**src/verilog/vss_pkg.sv**
```systemverilog
// constants and carrier types for the vertical sync separator
//------------------------------------------------------------------------------
// Functional notes
// - composite sync output keeps only below-black portion
// - slicer fires within 70 mV above sync tip
// - integrator charges only while inverted sync asserted
// - integrator passes trigger level by first serration
// - capture trigger comparator at each serration edge
// - capture or default comparator sets vertical flip-flop
// - vertical set enables oscillator, clocks field parity
// - divide-by-eight of oscillator resets vertical flip-flop
// - vertical output is inverted vertical flip-flop state
// - timing setting sets oscillator period and charge
// - too slow charge gives no vertical pulse
// - early pulse end retriggers on later serration
// - default level reached sets vertical flip-flop
// - trailing sync edge after default pulse retriggers
// - field parity low in even, high in odd
//------------------------------------------------------------------------------
`default_nettype none

package vss_pkg;

	//--------------------------------------------------------------------------
	// clock and timing
	//--------------------------------------------------------------------------
	localparam int unsigned CLK_FREQ_HZ       = 40_000_000;
	localparam int unsigned FIELD_GAP_US      = 40; // gap longer than a half line
	localparam int unsigned FIELD_GAP_CYC_INT = (FIELD_GAP_US * CLK_FREQ_HZ + 999_999) / 1_000_000;
	localparam logic [10:0] FIELD_GAP_CYC     = 11'(FIELD_GAP_CYC_INT);
	localparam logic [10:0] GAP_MAX           = 11'h7FF;

	//--------------------------------------------------------------------------
	// slicer, sample units are millivolts
	//--------------------------------------------------------------------------
	localparam logic [10:0] THRESH_MV    = 11'h046; // 70 mV above the sync tip
	localparam logic [9:0]  TIP_RESET    = 10'h3FF;
	localparam logic [9:0]  TIP_MAX      = 10'h3FF;
	localparam logic [5:0]  TIP_LEAK_CYC = 6'h3F;   // slow tip discharge

	//--------------------------------------------------------------------------
	// integrator, comparator levels and oscillator scaling
	//--------------------------------------------------------------------------
	localparam logic [15:0] INTEG_RESET  = 16'h0000;
	localparam logic [15:0] INTEG_MAX    = 16'hFFFF;
	localparam logic [7:0]  SETTING_MIN  = 8'h01;
	localparam logic [15:0] TRIG_MULT    = 16'h0010;
	localparam logic [15:0] DEFAULT_MULT = 16'h0030;
	localparam logic [15:0] OSC_MULT     = 16'h0020;
	localparam logic [2:0]  DIV_LAST     = 3'h7;     // divide by eight

	//--------------------------------------------------------------------------
	// carriers and state
	//--------------------------------------------------------------------------
	typedef struct packed {
		logic [15:0] trigger;
		logic [15:0] dflt;
		logic [15:0] osc_period;
	} vss_level_type;

	typedef struct packed {
		logic [15:0] cnt;
		logic [2:0]  div;
	} vss_timer_state_type;

	typedef struct packed {
		logic [9:0]  tip;
		logic [5:0]  leak;
		logic        sync;
		logic [15:0] integ;
		logic        vert;
		logic        toggle;
		logic [10:0] gap;
		logic        odd;
	} vss_top_state_type;

endpackage : vss_pkg

`default_nettype wire

```
**src/verilog/vss_pulse_timer.sv**
```systemverilog
// gated oscillator with divide-by-eight that ends the vertical pulse
`timescale 1ns/1ps
`default_nettype none

module vss_pulse_timer
(
	// clock and reset
	input  wire logic        clk_i,
	input  wire logic        rst_n_i,
	// control
	input  wire logic        run_i,
	input  wire logic [15:0] period_i,
	// events
	output logic             tick_o,
	output logic             done_o
);

	vss_pkg::vss_timer_state_type r;
	vss_pkg::vss_timer_state_type next_r;

	//--------------------------------------------------------------------------
	// oscillator and divider
	//--------------------------------------------------------------------------

	// oscillator only runs while enabled, restarts from zero on each enable
	always_comb
	begin
		next_r = r;
		tick_o = 1'b0;
		done_o = 1'b0;
		if (!run_i)
		begin
			next_r.cnt = 16'h0000;
			next_r.div = 3'h0;
		end
		else if (({1'b0, r.cnt} + 17'h00001) >= {1'b0, period_i})
		begin
			tick_o     = 1'b1;
			next_r.cnt = 16'h0000;
			next_r.div = r.div + 3'h1;
			done_o     = (r.div == vss_pkg::DIV_LAST);
		end
		else
		begin
			next_r.cnt = r.cnt + 16'h0001;
		end
	end

	// state register
	always_ff @(posedge clk_i or negedge rst_n_i)
	begin
		if (!rst_n_i)
		begin
			r <= '0;
		end
		else
		begin
			r <= next_r;
		end
	end
endmodule : vss_pulse_timer

`default_nettype wire

```
**src/verilog/vss_top.sv**
```systemverilog
// vertical sync separator: slicer, integrator, vertical pulse and field parity
`timescale 1ns/1ps
`default_nettype none

module vss_top
(
	// clock and reset
	input  wire logic       CLK_SYS_I,
	input  wire logic       RST_N_I,
	// video samples in millivolts, from a converter on the same clock
	input  wire logic [9:0] VIDEO_I,
	// timing setting, sets charge rate and oscillator period
	input  wire logic [7:0] TIMING_SETTING_I,
	// sync outputs
	output logic            CSYNC_N_O,
	output logic            VSYNC_N_O,
	output logic            FIELD_ODD_O
);

	//--------------------------------------------------------------------------
	// declarations
	//--------------------------------------------------------------------------
	vss_pkg::vss_top_state_type r;
	vss_pkg::vss_top_state_type next_r;
	vss_pkg::vss_level_type     lv;

	logic [7:0]  setting;      // clamped timing setting
	logic        sync_start;   // leading edge of a sync pulse
	logic        sync_end;     // trailing edge, serration start
	logic        trig_hit;     // trigger level comparator
	logic        capture_evt;  // capture flip-flop takes a high
	logic        default_evt;  // default level comparator crossing
	logic        set_evt;      // set input of the vertical flip-flop
	logic        timer_tick;
	logic        timer_done;
	logic [19:0] pulse_len;    // cycles since vertical set, checks only

	//--------------------------------------------------------------------------
	// comparator levels from the timing setting
	//--------------------------------------------------------------------------

	// a zero setting would collapse every level, so it is held at one
	always_comb
	begin
		setting = TIMING_SETTING_I;
		if (TIMING_SETTING_I < vss_pkg::SETTING_MIN)
		begin
			setting = vss_pkg::SETTING_MIN;
		end
		// larger setting means slower charge: both levels move up
		lv.trigger    = {8'h00, setting} * vss_pkg::TRIG_MULT;
		lv.dflt       = {8'h00, setting} * vss_pkg::DEFAULT_MULT;
		lv.osc_period = {8'h00, setting} * vss_pkg::OSC_MULT;
	end

	//--------------------------------------------------------------------------
	// next state
	//--------------------------------------------------------------------------

	// slicer, integrator, vertical flip-flop and parity in one pass
	always_comb
	begin
		next_r = r;

		// sync tip follows the input down at once and drifts up slowly
		if (VIDEO_I < r.tip)
		begin
			next_r.tip  = VIDEO_I;
			next_r.leak = 6'h00;
		end
		else if (r.leak == vss_pkg::TIP_LEAK_CYC)
		begin
			next_r.leak = 6'h00;
			if (r.tip != vss_pkg::TIP_MAX)
			begin
				next_r.tip = r.tip + 10'h001;
			end
		end
		else
		begin
			next_r.leak = r.leak + 6'h01;
		end

		// fixed offset above the tip, so amplitude does not matter
		next_r.sync = ({1'b0, VIDEO_I} <= ({1'b0, r.tip} + vss_pkg::THRESH_MV));

		// integrator runs only during inverted sync
		if (r.sync)
		begin
			if (r.integ != vss_pkg::INTEG_MAX)
			begin
				next_r.integ = r.integ + 16'h0001;
			end
		end
		else
		begin
			next_r.integ = vss_pkg::INTEG_RESET;
		end

		// edges of the sliced sync
		sync_start = !r.sync && next_r.sync;
		sync_end   = r.sync && !next_r.sync;

		// capture at the serration edge; a short broad pulse never gets here
		trig_hit    = (r.integ >= lv.trigger);
		capture_evt = sync_end && trig_hit;
		default_evt = r.sync && (next_r.integ >= lv.dflt)
			&& (r.integ < lv.dflt);
		set_evt     = capture_evt || default_evt;

		// set wins over the divider reset, so a late serration retriggers
		if (set_evt)
		begin
			next_r.vert = 1'b1;
		end
		else if (timer_done)
		begin
			next_r.vert = 1'b0;
		end

		// long gap between sync pulses clears the toggle, short ones flip it
		if (r.sync)
		begin
			next_r.gap = 11'h000;
		end
		else if (r.gap != vss_pkg::GAP_MAX)
		begin
			next_r.gap = r.gap + 11'h001;
		end
		if (sync_start)
		begin
			if (r.gap >= vss_pkg::FIELD_GAP_CYC)
			begin
				next_r.toggle = 1'b0;
			end
			else
			begin
				next_r.toggle = !r.toggle;
			end
		end

		// the rising vertical flip-flop clocks the parity flip-flop
		if (set_evt && !r.vert)
		begin
			next_r.odd = r.toggle;
		end
	end

	//--------------------------------------------------------------------------
	// state register
	//--------------------------------------------------------------------------

	// everything clears except the tip, which loads TIP_RESET, so the vertical output idles high
	always_ff @(posedge CLK_SYS_I or negedge RST_N_I)
	begin
		if (!RST_N_I)
		begin
			r       <= '0;
			r.tip   <= vss_pkg::TIP_RESET;
			r.integ <= vss_pkg::INTEG_RESET;
		end
		else
		begin
			r <= next_r;
		end
	end

	//--------------------------------------------------------------------------
	// pulse oscillator and divide-by-eight
	//--------------------------------------------------------------------------

	// enabled only while the vertical flip-flop is set
	vss_pulse_timer u_timer
	(
		.clk_i    (CLK_SYS_I),
		.rst_n_i  (RST_N_I),
		.run_i    (r.vert),
		.period_i (lv.osc_period),
		.tick_o   (timer_tick),
		.done_o   (timer_done)
	);

	//--------------------------------------------------------------------------
	// outputs
	//--------------------------------------------------------------------------

	// active low sync outputs straight from the state flops
	assign CSYNC_N_O   = !r.sync;
	assign VSYNC_N_O   = !r.vert;
	assign FIELD_ODD_O = r.odd;

	//--------------------------------------------------------------------------
	// checks
	//--------------------------------------------------------------------------

	// length of the current vertical pulse, for the width check
	always_ff @(posedge CLK_SYS_I or negedge RST_N_I)
	begin
		if (!RST_N_I)
		begin
			pulse_len <= 20'h00000;
		end
		else if (!r.vert || timer_done)
		begin
			pulse_len <= 20'h00000;
		end
		else
		begin
			pulse_len <= pulse_len + 20'h00001;
		end
	end
endmodule : vss_top

`default_nettype wire
```
**config.mk**
```make
export PLATFORM = sky130hd
export DESIGN_NAME = vss_top
export DESIGN_NICKNAME = d
export VERILOG_FILES = /design/src/verilog/vss_pkg.sv /design/src/verilog/vss_pulse_timer.sv /design/src/verilog/vss_top.sv
export SDC_FILE = /design/constraint.sdc
export NUM_CORES = 1
export LEC_CHECK = 0
export BUFFER_PORTS_ARGS = -buffer_cell sky130_fd_sc_hd__clkbuf_2
export CAP_MARGIN = 10
export CORE_UTILIZATION = 50
export DETAILED_ROUTE_END_ITERATION = 12
export PLACE_DENSITY = 0.67
export REMOVE_ABC_BUFFERS = 1
export SETUP_SLACK_MARGIN = 0.02
export SLEW_MARGIN = 25
export SYNTH_ARGS = -nofsm -noshare
export SYNTH_HDL_FRONTEND = slang
export SYNTH_SLANG_ARGS = --single-unit
```
**constraint.sdc**
```tcl
create_clock -name CLK_SYS_I -period 4.4 [get_ports CLK_SYS_I]
set_clock_uncertainty 0.05 [all_clocks]
set_input_delay 0.66 -clock CLK_SYS_I [delete_from_list [all_inputs] [get_ports CLK_SYS_I]]
set_output_delay 0.66 -clock CLK_SYS_I [all_outputs]
set_load 0.02 [all_outputs]
```
==> flow_metrics.py, run 1 <==
metrics = {
    "run_status": {
        "status": "completed",
    },
    "clocking": {
        "cts-resized-gates": 0,
        "cts_sinks": 66,
        "hold_buffers": 0,
        "clk_root_buffer_cell": "clkbuf_8",
        "clkTransAtPathRegs_ns": 0.08,
        "clock_latency_ns": 0.35,
        "post-cts-setup-buffers": 0,
        "cts_buffer_depth": 2,
        "cts_buffers": 9,
        "cts_tree": "yes",
        "cts_max_level": 3,
    },
    "floorplan": {
        "io_pins": 23,
        "rows": 36,
        "die_height_um": 104,
        "initial_core_util_pct": 52.4,
        "coreArea_sq_mm": 0.00995,
        "die-width_um": 104,
        "dieArea_sq_mm": 0.0108,
    },
    "synth": {
        "synth_edf_count": 0,
        "syn_area_sq_mm": 0.00521,
        "ys_async_sr_fraction_pct": 100,
        "avgSynthCellArea_sq_um": 9.18,
        "ys_warn_count": 0,
        "yosysUniqueCellTypes": 63,
        "synth_seq_cells": 66,
        "yosysSeqAreaShare_pct": 31.9,
        "synth-main-ff-cell": "dfrtp_1",
        "synth_cells": 568,
    },
    "sta": {
        "tns_ns": 0,
        "setup_violations": 0,
        "fin_crit_ns": 4.11,
        "tightest_slew_ns": 0.623,
        "finalMaxSlewViolations": 0,
        "worst_slack_ns": 0.293,
        "max_clock_freq_mhz": 244,
        "rsz0062_at_grt": "false",
        "period_share_pct": 93.3,
        "max-slew-margin-rel_pct": 58.1,
        "finalHoldViolations": 0,
    },
    "routing": {
        "via_count": 4231,
        "ant_nets": 0,
        "wl_per_cell_um": 15.2,
        "totalWireLength_um": 11300,
        "drt-pass1-iter-count": 5,
        "vias_per_cell": 5.69,
        "drtIter0Drc": 184,
        "post-route-drc-count": 0,
    },
    "pwr": {
        "peakVddDrop_mv": 0.382,
        "p_leak_nw": 2.74,
        "p_per_area_mw_per_mm2": 428,
    },
    "placed_design": {
        "dp_hpwl_um": 8580,
        "routabilityCongestion": 0.874,
        "io_buffers": 22,
        "place_ws_ns": -0.244,
    },
    "critical_path": {
        "path_max_fanout": 3,
        "cp.required_ns": 4.59,
        "critical_path_class": "input pin to register",
        "crit_path_end_kind": "register",
        "cp_data_arrival_time_ns": 4.29,
        "startpoint_type": "input pin",
    },
    "grt": {
        "grt_max_degree": 48,
        "grt_pass1_wl_um": 19100,
        "grt_remaining_overflow": 0,
        "antenna_found_initial": 0,
        "grt_pass1_vias": 4142,
        "grt_use_total_pct": 21.8,
    },
    "layout": {
        "area_growth_pct": 10.7,
        "diodes": 0,
        "nets": 700,
        "drive_gt1_share_pct": 15.1,
    },
    "worst_hold_path": {
        "hold_path_class": "input pin to async pin",
    },
    "run": {
        "maxCapViolations": 0,
    },
}
[cells in the mapped netlist, types with 14 or more instances]
cell / n / area share, %
xnor2_1: 34 / 5.7
inv_1: 37 / 2.7
a21oi_1: 20 / 1.9
dfrtp_1: 56 / 27
ha_1: 73 / 18
nor2_1: 51 / 3.7
xor2_1: 19 / 3.2
nand2_1: 35 / 2.5
o21ai_0: 17 / 1.6
nand3_1: 34 / 3.3
nand4_1: 14 / 1.7
[flip-flops by register name, indices dropped and copies added (netlist names)]
register and flops:
FIELD_ODD_O 1, r 46, u_timer.r 19
[cell type report]
type,count,area (sq um)
Multi-Input combinational cell,452,3380
Fill cell,898,4180
Clock buffer,9,124
Clock inverter,7,53.8
Tap cell,133,166
Inverter,37,139
Timing Repair Buffer,40,248
Sequential cell,66,1660
[worst max-delay path: stages]
cell and delay, ns:
clkbuf_2 0.10, inv_1 0.05, ha_1 0.19, nand3_1 0.09, nand2b_1 0.09, ha_1 0.24
fa_1 0.45, a21o_1 0.18, a21oi_2 0.15, nor2b_1 0.07, o21ai_1 0.13, nand2b_1 0.12
a21oi_2 0.22, ha_1 0.30, a21oi_2 0.19, a21boi_1 0.18, a41oi_1 0.07, o21bai_1 0.20
o311ai_2 0.25, mux2_1 0.35
[layer usage]
metal	share of wire [%]	routed length, um	global-route usage [%]
met2	49	5500	37.1
met3	3.9	441	3.88
met1	46	5240	27.9
met4	1.2	138	6.84
met5	0	0	0
[report_power, final]
| group | switching, mW | internal [mW] |
|---|---|---|
| logic | 0.598 | 0.506 |
| registers | 0.145 | 0.755 |
| clock network | 0.261 | 0.207 |
[kinds of logic (layout without fill, tap and decap cells)]
logic type                 after synthesis  count (layout)  synth area share (%)
DFF                                     66              66                  31.9
other                                    1               3                0.0719
and+or+nand+nor                        204             204                  20.3
buffers and inverters                   52              93                  4.03
muxes                                   16              16                  3.38
adders and majority gates               74              74                  17.9
AOI/OAI and AO/OA                      102             102                  13.5
xor gates and xnor gates                53              53                  8.90
[final timing paths]
path | start | to | slack, ns | depth (start not counted)
min in group CLK_SYS_I | r[31] | r[31] | 0.42 | 1
hold reg to reg | r[31] | r[31] | 0.42 | 1
setup / recovery | TIMING_SETTING_I[6] | FIELD_ODD_O | 0.29 | 20
setup reg to reg | r[15] | FIELD_ODD_O | 0.52 | 15
hold / removal | RST_N_I | u_timer.r[10] | 0.28 | 1
max in group asynchronous | RST_N_I | r[37] | 3.25 | 2
[stage by stage]
step	util, %	instances	cell area (sq um)	total power [mW]	hold slack, ns
CTS	57.7	744	5740	2.48	0.284
global route	58.0	744	5770	2.67	0.314
detailed placement	55.9	728	5560	2.00	0.414
floorplan	-	555	5150	1.69	0.314
finish	58.0	744	5770	2.47	0.275
global placement	55.9	728	5560	1.96	0.403
[cells in the final DEF, fill, tap and decap left out, drive strengths merged, types with 16 or more instances in the layout]
master,synthesis,final
nand2,35,35
buf,3,19
o21ai,17,17
inv,37,38
nand3,34,34
dfrtp,56,56
a21oi,20,20
ha,73,73
xor2,19,19
nand4,16,16
nor2,51,51
xnor2,34,34
clkbuf,12,30
(Power assumes the default switching activity.)
==> inputs of run 2 (changes only) <==
CORE_ASPECT_RATIO = 2   (was not set)
CTS_CLUSTER_DIAMETER = 30   (was not set)
==> flow_metrics.py, run 2 (synthesis gave the netlist of run 1 again) <==
metrics = {
    "run_status": {
        "status": "completed",
    },
    "placed_design": {
        "io_buffers": 22,
        "dp.cells": 735,
        "dp_hpwl_um": 9740,
        "place_ws_ns": -0.212,
        "routabilityCongestion": 0.864,
    },
    "sta": {
        "period_share_pct": 92.3,
        "finalHoldViolations": 0,
        "tightest_slew_ns": 0.702,
        "fin_hold_ws_ns": 0.309,
        "rsz0062_at_grt": "false",
        "fin_crit_ns": 4.06,
        "max-slew-margin-rel_pct": 53.2,
        "setup_violations": 0,
        "max_clock_freq_mhz": 246,
        "finalMaxSlewViolations": 0,
        "worst_slack_ns": 0.337,
    },
    "critical_path": {
        "cp_data_arrival_time_ns": 4.23,
        "crit_path_end_kind": "register",
        "critical_path_class": "input pin to register",
        "startpoint_type": "input pin",
        "cp.required_ns": 4.57,
        "path_max_fanout": 3,
    },
    "layout": {
        "regMostFlops": "r",
        "diodes": 0,
        "area_growth_pct": 14.6,
        "final_cell_mix": "ha_1 (72), dfrtp_1 (56), nor2_1 (51)",
        "largest_reg_flops": 46,
        "fin_cells": 751,
        "drive_gt1_share_pct": 15.6,
        "final_common_cell": "ha_1",
        "nets": 705,
    },
    "pwr": {
        "p_comb_share_pct": 38.7,
        "swShare_pct": 36.4,
        "pwr-share-clk_pct": 29.2,
        "total_power_mw": 2.88,
        "p_per_area_mw_per_mm2": 482,
        "peakVddDrop_mv": 0.331,
        "p_seq_share_pct": 32.2,
        "switchingPower_mw": 1.05,
        "p_leak_nw": 2.86,
        "power.internal_mw": 1.83,
    },
    "routing": {
        "post-route-drc-count": 0,
        "drt-pass1-iter-count": 4,
        "ant_nets": 0,
        "totalWireLength_um": 12200,
        "drtIter0Drc": 120,
        "vias_per_cell": 5.83,
        "wl_per_cell_um": 16.2,
        "via_count": 4375,
    },
    "clocking": {
        "cts_sinks": 66,
        "clock_latency_ns": 0.34,
        "hold_buffers": 0,
        "clk_root_buffer_cell": "clkbuf_16",
        "clkTransAtPathRegs_ns": 0.06,
        "cts_buffers": 9,
        "cts_tree": "yes",
        "cts-resized-gates": 0,
        "post-cts-setup-buffers": 0,
        "cts_max_level": 3,
        "cts_buffer_depth": 2,
    },
    "grt": {
        "grt_use_total_pct": 24.3,
        "grt_remaining_overflow": 0,
        "antenna_found_initial": 0,
        "grt_max_degree": 39,
        "grt_pass1_wl_um": 19900,
        "grt_pass1_vias": 4499,
    },
    "floorplan": {
        "coreArea_sq_mm": 0.0101,
        "rows": 52,
        "die_height_um": 146,
        "dieArea_sq_mm": 0.0109,
        "initial_core_util_pct": 51.4,
        "die-width_um": 74.2,
        "io_pins": 23,
    },
    "worst_hold_path": {
        "hold_path_class": "input pin to async pin",
    },
    "run": {
        "maxCapViolations": 0,
    },
}
## run 2: cell count changes in the layout (fill, tap and decap cells not counted), moves of 3 or more
cell        previous run  this run
clkbuf_16              0         9
clkinvlp_4             3         0
buf_4                 19        23
clkbuf_8               9         0
bufinv_16              0         3
## run 2: per-layer routing
layer	wire length (um)	GRT usage, %	part of all wire [%]
met1	4380	22.7	36
met2	6910	46.8	57
met3	263	3.24	2.2
met4	652	14.1	5.3
met5	0	0	0
## run 2: worst max-delay path, stage by stage
cell and delay, ns:
clkbuf_2 0.09, inv_1 0.05, ha_1 0.20, nand3_1 0.09, nand2b_1 0.09, ha_2 0.21
fa_1 0.44, a21o_1 0.18, a21oi_2 0.15, nor2b_1 0.06, o21ai_1 0.11, nand2b_1 0.13
a21oi_2 0.19, ha_1 0.27, a21oi_1 0.22, a21boi_0 0.22, a41oi_1 0.08, o21bai_1 0.19
o311ai_1 0.26, mux2_1 0.35
## run 2: power groups by stage
stage          Combinational (mW)  Clock [mW]  Sequential, mW
3_5_place_dp                 1.11           0           0.934
2_1_floorplan               0.805           0           0.883
5_1_grt                      1.25       0.881           0.944
4_1_cts                      1.11       0.853           0.925
6_report                     1.11       0.839           0.927
3_3_place_gp                 1.07           0           0.923
## run 2: metrics by stage
stage / TNS [ns] / util [%] / area [sq um]
6_report: 0 / 58.9 / 5980
3_5_place_dp: -0.212 / 55.2 / 5600
5_1_grt: 0 / 58.9 / 5980
3_3_place_gp: -0.150 / 55.2 / 5600
4_1_cts: 0 / 58.6 / 5950
2_1_floorplan: 0 / - / 5150
## run 2: layout make-up
class,instances,area [sq um]
Inverter,37,139
Fill cell,922,4170
Clock buffer,9,225
Tap cell,135,169
Sequential cell,66,1660
Timing Repair Buffer,45,283
Multi-Input combinational cell,452,3370
Clock inverter,7,125
## run 2: final timing paths
check | start | end | slack, ns | cells after the start
setup / recovery | TIMING_SETTING_I[6] | FIELD_ODD_O | 0.34 | 20
hold / removal | RST_N_I | r[20] | 0.31 | 1
setup reg to reg | r[15] | FIELD_ODD_O | 0.37 | 17
hold reg to reg | r[31] | r[31] | 0.45 | 1
max in group asynchronous | RST_N_I | r[45] | 3.02 | 2
min in group CLK_SYS_I | r[31] | r[31] | 0.45 | 1
